## src/rtl/thermistor_pkg.sv

```systemverilog
package thermistor_pkg;

  localparam logic [7:0] addr_die_high = 8'h26;
  localparam logic [7:0] addr_die_low = 8'h27;
  localparam logic [7:0] addr_bus_flt = 8'h28;
  localparam logic [7:0] addr_bat_flt = 8'h29;

  localparam logic [7:0] threshold_reset = 8'h15;
  localparam logic [7:0] die_result_reset = 8'h00;
  localparam int die_sign_bit = 7;

  // Readings are 15-bit magnitudes in 0.09766 percent counts; thresholds are 0.19531
  // percent counts, so a threshold is shifted left by one onto the reading scale.
  localparam int threshold_shift = 1;
  // Five percent in reading counts: 5 / 0.09766 = 51.2, rounded down.
  localparam logic [14:0] alarm_band = 15'h0033;

  typedef struct packed {
    logic sign;
    logic [14:0] magnitude;
  } reading_t;

  typedef struct packed {
    logic write;
    logic read;
    logic [7:0] addr;
    logic [7:0] wdata;
  } reg_access_t;

endpackage : thermistor_pkg

```

## src/rtl/die_temp_and_thermistor_alarm.sv

```systemverilog
// Summary of operation
// Die result sign bit: 1 negative, 0 positive.
// Die temperature is 5C plus code times 0.5C.
// Die result bytes read-only, cleared by register reset.
// Alarm when bus reading within 5 percent.
// Alarm when battery reading within 5 percent.
// Bus threshold counts 0.19531 percent each.
// Battery threshold counts 0.19531 percent each.
// Both thresholds reset to 15h.
// Readings are pin voltage percent of output voltage.
// Thresholds read/write, kept on watchdog expiry.
`timescale 1ns/10ps
`default_nettype none
module die_temp_and_thermistor_alarm (
  // Clock and reset.
  input wire logic i_clock,
  input wire logic i_srst,
  // Register port, decoded from the serial interface on this clock.
  input wire thermistor_pkg::reg_access_t i_access,
  input wire logic i_register_reset,
  input wire logic i_watchdog_expired,
  output logic [7:0] o_rdata,
  // Converter results on this clock.
  input wire logic i_result_valid,
  input wire thermistor_pkg::reading_t i_die_temp_result,
  input wire thermistor_pkg::reading_t i_bus_thermistor_pin,
  input wire thermistor_pkg::reading_t i_battery_thermistor_pin,
  // Alarm.
  output logic o_thermistor_alarm_interrupt
);
  thermistor_pkg::reading_t die_q;
  logic [7:0] bus_thr_q;
  logic [7:0] bat_thr_q;
  logic bus_near;
  logic bat_near;
  logic clear_all;

  assign clear_all = i_srst | i_register_reset;

  // One address decoder serves the write path and the threshold and die low byte readback checks, so they cannot disagree.
  function automatic logic addr_is(input logic [7:0] addr, input logic [7:0] target);
    return addr == target;
  endfunction : addr_is

  // The converter already reports the code as offset plus half-degree steps. R2
  always_ff @(posedge i_clock) begin
    if (clear_all) begin
      die_q <= {thermistor_pkg::die_result_reset, thermistor_pkg::die_result_reset};
    end else if (i_result_valid) begin
      die_q <= i_die_temp_result;
    end
  end

  // Watchdog expiry is deliberately ignored here so thresholds survive it.
  always_ff @(posedge i_clock) begin
    if (clear_all) begin
      bus_thr_q <= thermistor_pkg::threshold_reset;
      bat_thr_q <= thermistor_pkg::threshold_reset;
    end else if (i_access.write) begin
      if (addr_is(i_access.addr, thermistor_pkg::addr_bus_flt)) begin
        bus_thr_q <= i_access.wdata;
      end
      if (addr_is(i_access.addr, thermistor_pkg::addr_bat_flt)) begin
        bat_thr_q <= i_access.wdata;
      end
    end
  end

  always_ff @(posedge i_clock) begin
    if (clear_all) begin
      o_rdata <= 8'h00;
    end else if (i_access.read) begin
      case (i_access.addr)
        thermistor_pkg::addr_die_high: o_rdata <= {die_q.sign, die_q.magnitude[14:8]};
        thermistor_pkg::addr_die_low: o_rdata <= die_q.magnitude[7:0];
        thermistor_pkg::addr_bus_flt: o_rdata <= bus_thr_q;
        thermistor_pkg::addr_bat_flt: o_rdata <= bat_thr_q;
        default: o_rdata <= 8'h00;
      endcase
    end
  end

  // Both comparators work on the shared pin-to-output-voltage percent scale. R9
  band_compare u_bus_cmp (
    .i_reading(i_bus_thermistor_pin.magnitude),
    .i_negative(i_bus_thermistor_pin.sign),
    .i_threshold(bus_thr_q),
    .o_near(bus_near)
  );

  band_compare u_bat_cmp (
    .i_reading(i_battery_thermistor_pin.magnitude),
    .i_negative(i_battery_thermistor_pin.sign),
    .i_threshold(bat_thr_q),
    .o_near(bat_near)
  );

  // Evaluated only on fresh results so stale readings cannot hold the alarm.
  always_ff @(posedge i_clock) begin
    if (i_srst) begin
      o_thermistor_alarm_interrupt <= 1'b0;
    end else if (i_result_valid) begin
      o_thermistor_alarm_interrupt <= bus_near | bat_near;
    end
  end
endmodule : die_temp_and_thermistor_alarm
`default_nettype wire

```

## src/rtl/band_compare.sv

```systemverilog
`timescale 1ns/10ps
`default_nettype none
module band_compare (
  // Reading on the reading scale; threshold in threshold counts, scaled here.
  input wire logic [14:0] i_reading,
  input wire logic i_negative,
  input wire logic [7:0] i_threshold,
  // Result.
  output logic o_near
);
  logic [15:0] thr_scaled;
  logic [15:0] diff;

  always_comb begin
    thr_scaled = {7'h00, i_threshold, 1'b0};
    if ({1'b0, i_reading} >= thr_scaled) begin
      diff = {1'b0, i_reading} - thr_scaled;
    end else begin
      diff = thr_scaled - {1'b0, i_reading};
    end
    // A negative reading is below any threshold by its magnitude plus the threshold.
    if (i_negative) begin
      diff = thr_scaled + {1'b0, i_reading};
    end
    o_near = (diff <= {1'b0, thermistor_pkg::alarm_band});
  end
endmodule : band_compare
`default_nettype wire

```

## config.mk

```make
export PLATFORM = sky130hd
export DESIGN_NAME = die_temp_and_thermistor_alarm
export DESIGN_NICKNAME = d
export VERILOG_FILES = /design/src/rtl/thermistor_pkg.sv /design/src/rtl/die_temp_and_thermistor_alarm.sv /design/src/rtl/band_compare.sv
export SDC_FILE = /design/constraint.sdc
export NUM_CORES = 1
export LEC_CHECK = 0
export ABC_AREA = 0
export BUFFER_PORTS_ARGS = -buffer_cell sky130_fd_sc_hd__buf_2
export CORE_UTILIZATION = 45
export DETAILED_ROUTE_END_ITERATION = 6
export MAX_ROUTING_LAYER = met4
export PLACE_DENSITY_LB_ADDON = 0.1
export SLEW_MARGIN = 20
export SYNTH_ARGS = -nofsm -noshare
export SYNTH_HDL_FRONTEND = slang
export SYNTH_SLANG_ARGS = --single-unit
```

## constraint.sdc

```tcl
create_clock -name i_clock -period 4 [get_ports i_clock]
set_input_delay 0.2 -clock i_clock [delete_from_list [all_inputs] [get_ports i_clock]]
set_output_delay 0.2 -clock i_clock [all_outputs]
set_load 0.02 [all_outputs]
```

; Yosys cells after proc, flatten, opt, wreduce, memory -nomap -nowiden
; Cells that the tools add are included.
[classes]
n_addsub = 6
n_lt_le_gt_ge = 4
n_eq_ne = 4
muxes = 5
n_bitwise = 2
reduce_logical = 2
[ops]
columns = op, count
row1 = 16-bit two-way mux, 4
row2 = 9-bit by 15-bit adder with 16-bit output, 2
row3 = 8-bit by 6-bit == test with 1-bit output (second input constant), 4
row4 = 16-bit by 6-bit less-or-equal comparator with 1-bit output (second input constant), 2
row5 = 8-bit case mux with 4 select lines, 1
row6 = 15-bit by 9-bit subtractor with 16-bit output, 2
row7 = 9-bit by 15-bit subtractor with 16-bit output, 2
row8 = 15-bit by 9-bit greater-or-equal comparator with 1-bit output, 2
row9 = 2-bit AND reduction, 2
row10 = 1-bit bitwise OR, 2
[totals]
regBits = 41
in_bits = 71
output_inout_bits = 9

; Depth between registers and ports, before layout
[logic_depth]
ltp_word = 5
ltp_mapped = 13

; By module
; Synthesis repeated with hierarchy kept, for this count alone.
[unflattened]
cells_unflattened = 627
area_unflattened_um2 = 4908.5
[by_module_without_submodules]
columns = mod, instances, cells_per_inst, area_each_um2, seq_area_each_um2
row1 = band_compare, 2, 229, 1572.8, 0.0
row2 = die_temp_and_thermistor_alarm, 1, 169, 1762.9, 820.8

; Least setup slack after synthesis
; No wires, ideal clock.
[synth_path]
path_kind = flip-flop to flip-flop
startpoint = register bat_thr_q[0]
endpoint = register o_thermistor_alarm_interrupt
setup_time_ps = 120
arrival_time_ps = 2672
required_ps = 3880
slack_ps = 1208
stages_incl_launch_ff = 13
cell_sequence = dfxtp_1 ha_1 inv_1 fa_1 a211oi_2 nor2_1 a311oi_1 xnor2_1 a221o_1 and4b_1 a31oi_1 nor4_1 a211o_1
[synth_via]
elab_chain_len = 5
[synth_rtl]
columns = item, line
row1 = start: declaration, die_temp_and_thermistor_alarm.sv:33  ; logic [7:0] bat_thr_q;
row2 = start signal: assignment, die_temp_and_thermistor_alarm.sv:58  ; bat_thr_q <= thermistor_pkg::threshold_reset;
row3 = start signal: assignment, die_temp_and_thermistor_alarm.sv:64  ; bat_thr_q <= i_access.wdata;
row4 = 9-bit by 15-bit subtractor with 16-bit output (tied with other cells), band_compare.sv:19  ; diff = thr_scaled - {1'b0, i_reading};
row5 = 16-bit two-way mux, band_compare.sv:16  ; if ({1'b0, i_reading} >= thr_scaled) begin
row6 = 16-bit two-way mux *, band_compare.sv:22  ; if (i_negative) begin
row7 = 16-bit by 6-bit less-or-equal comparator with 1-bit output *, band_compare.sv:25  ; o_near = (diff <= {1'b0, thermistor_pkg::alarm_band});
row8 = 1-bit bitwise OR *, die_temp_and_thermistor_alarm.sv:103  ; o_thermistor_alarm_interrupt <= bus_near | bat_near;
row9 = end signal: assignment, die_temp_and_thermistor_alarm.sv:103
row10 = end: declaration, die_temp_and_thermistor_alarm.sv:29  ; output logic o_thermistor_alarm_interrupt
; Every way passes the cells marked *; elsewhere a longest branch is shown, timed or not.
; A chain may end at the register's enable or synchronous reset.

; Final worst setup path
; Same ends and word-level chain as after synthesis.

==> flow_summary.toml <==
[status]
status = "complete, no violations"

[timing]
period_share_pct = 80.2
fmax_mhz = 312
final_max_slew_viol_count = 0
worst_pin_slew_ns = 0.714
timing.slew.headroom_pct = 52.0
rsz0062_at_grt = "no"
setup_viol = 0
fin_worst_skew_ns = 0.0120
hold_ws_ns = 0.128
layout_min_cycle_time_ns = 3.21
fin_setup_tns_ns = 0
report.final.hold_viol_count = 0

[place]
io_buffers = 78
placedCellCount = 806
dp_hpwl_um = 10400
dpl_cell_area_sq_um = 5170
globalplace.congestion = 0.891

[clock_network]
cts.path.max_buffers = 2
h-tree-depth = 2
ctsResizeCount = 0
cts-hold-fix-buffers = 0
clk_latency_ns = 0.31
clk_pin_slew_worst_paths_ns = 0.09
cts.sinks = 41
postCtsSetupBuffers = 0
cts_tree = "yes"
root_buffer = "clkbuf_8"
cts_buffers = 5

[run]
drv_cap = 0

[finish]
nNetsFinal = 804
syn_to_final_growth_pct = 11.5
fin_cells = 814
stdcell_area_sq_um = 5290
drive_gt1_share_pct = 15.5
final_core_util_pct = 51.4
antenna_cells = 0

[floorplan]
die_w_um = 105
die_area_sq_um = 10900
floorplan.initialDensity_pct = 46.1
placement_rows = 37
pin_count = 80
core_area_sq_um = 10300
die_h_um = 105

[min_path]
hold_path_class = "primary input to flop"
min_from = "i_die_temp_result[0]"
whs_path_depth = 3
whs_endpoint = "die_q[0]$_SDFFE_PP0P_"

[global_routing]
antenna_found_initial = 0
grt_max_degree = 35
grt_pass1_vias = 4341
grt_overflow = 0
grt_pass1_wl_um = 21300
grtUsageTotal_pct = 24.3

[route]
drtAntennaViolNets = 0
wl_um = 12900
drc = 0
vias = 4615
firstDrtPassIters = 5
drt_iter0_drc = 216
wl_per_cell_um = 15.8
vias_per_cell = 5.67

[worst_setup_path]
cpPeakStageDelay_ns = 0.44
cp.arrival_ns = 3.46
required_ns = 4.26
reg2reg_slack_ns = 0.79
critPathLaunchType = "flop"
path_cells = "ha_1 -> inv_1 -> fa_1 -> a211oi_2 -> nor2_1 -> a221oi_1 -> o211ai_1 -> o41a_1 -> nand3_1 -> nand4b_1 -> nor4_1 -> a211o_1"
slowest_stage = "dfxtp_1"
worstPathMaxFanout = 5
r2r_cells = 12
rr_endpoint = "o_thermistor_alarm_interrupt$_SDFFE_PP0P_"
crit_type = "flop to flop"
endpoint_kind = "flop"
r2r-start = "bat_thr_q[0]$_SDFFE_PP1P_"

[yosys]
synth_area_leader_cell = "dfxtp_1"
synth-main-ff-cell = "dfxtp_1"
ys_types = 76
synth_edf_count = 0
synthTopCellsByCount = "60 x nor2_1, 52 x a21oi_1, 50 x ha_1, 50 x nand2_1, 46 x inv_1"
ys_seq_elements = 41
yosysSeqAreaShare_pct = 17.3
synthArstFlopShare_pct = 0
syn_avg_cell_area_sq_um = 7.70
synth_area_leaders = "dfxtp_1 17%, ha_1 13%, a21oi_1 5.5%"
yosys.cell_count.top_type = "nor2_1"
synth_top_area_share_pct = 17.3
ys.warnings.count = 0
syn_inst = 616
synth.net_count = 743
syn_area_sq_um = 4740

[power_and_ir_drop]
p_leak_nw = 2.26
p_per_area_nw_per_um2 = 204
vdd_drop_max_uv = 204
## worst max-delay path by stage
stage | from | to | slack, ns
global placement | bat_thr_q[0]$_SDFFE_PP1P_ | o_thermistor_alarm_interrupt$_SDFFE_PP0P_ | 0.91
finish | bat_thr_q[0]$_SDFFE_PP1P_ | o_thermistor_alarm_interrupt$_SDFFE_PP0P_ | 0.79
CTS | bat_thr_q[0]$_SDFFE_PP1P_ | o_thermistor_alarm_interrupt$_SDFFE_PP0P_ | 0.83
global route | bat_thr_q[0]$_SDFFE_PP1P_ | o_thermistor_alarm_interrupt$_SDFFE_PP0P_ | 0.57
floorplan | bat_thr_q[0]$_SDFFE_PP1P_ | o_thermistor_alarm_interrupt$_SDFFE_PP0P_ | 1.21
detailed placement | bat_thr_q[0]$_SDFFE_PP1P_ | o_thermistor_alarm_interrupt$_SDFFE_PP0P_ | 0.86
## state kept, by name (all words and copies together), names as in the netlist
| name | cells |
|---|---|
| die_q | 16 |
| bus_thr_q | 8 |
| o_thermistor_alarm_interrupt | 1 |
| o_rdata | 8 |
| bat_thr_q | 8 |
## cell type report
cell class | count | area [sq um]
clock buffer | 5 | 68.8
clock inverter | 3 | 46.3
timing repair buffer | 78 | 390
tap | 136 | 170
inverter | 46 | 173
multi-input combinational | 505 | 3620
fill | 1083 | 4990
sequential | 41 | 821
## metal layers
layer | wire length [um] | part of all wire, % | vias up | GRT usage (%)
li1 | - | - | 2341 | -
met4 | 128 | 0.99 | 0 | 4.53
met2 | 6010 | 47 | 106 | 38.8
met1 | 6210 | 48 | 2156 | 33.3
met3 | 525 | 4.1 | 12 | 2.56
met5 | 0 | 0 | - | -
## per-stage QoR
step | total power, mW | worst slack, ns
after global placement | 0.728 | 0.907
after global routing | 1.13 | 0.574
after floorplan | 0.640 | 1.21
after CTS | 1.08 | 0.830
final | 1.08 | 0.793
after detailed placement | 0.734 | 0.858
## cells by family (layout without fill, tap and decap cells)
group / count (synthesis) / after routing / synth area share (%)
adder cells (fa/ha/maj): 56 / 56 / 15.7
XOR/XNOR: 30 / 30 / 5.54
flip-flops: 41 / 41 / 17.3
AO/OA/AOI/OAI: 186 / 186 / 27.3
buffers and inverters: 70 / 132 / 6.39
multiplexers: 27 / 27 / 5.73
AND/OR/NAND/NOR: 206 / 206 / 22.0
## where the power goes
group | leakage (nW) | internal, mW | switching [mW] | total [mW]
combinational | 1.87 | 0.133 | 0.179 | 0.312
sequential | 0.332 | 0.413 | 0.00304 | 0.416
clock | 0.0543 | 0.187 | 0.164 | 0.351
total | 2.26 | 0.733 | 0.346 | 1.08
## cell usage in the layout, fill, tap and decap left out, types with 6 or more instances in the layout
cell	instances
nor3_1	15
a22oi_1	18
o211ai_1	14
ha_1	50
nand2_1	50
xor2_1	9
a21oi_1	52
inv_1	46
a211o_1	6
fa_1	6
dfxtp_1	41
mux2i_1	26
or3_1	8
xnor2_1	21
a31oi_1	6
buf_2	78
o21ai_0	17
o22ai_1	8
nand2b_1	14
a21o_1	9
and3_1	9
o21a_1	6
nor2b_1	9
nor2_1	60
## critical path, delay by kind of cell (launching register included)
kind	cells	cell delay (ns)
buffers and inverters	1	0.05
AOI/OAI and AO/OA	5	1.42
and+or+nand+nor	4	0.61
DFF	1	0.44
adders and majority gates	2	0.63
No activity file was read; power rests on OpenSTA's default activity.
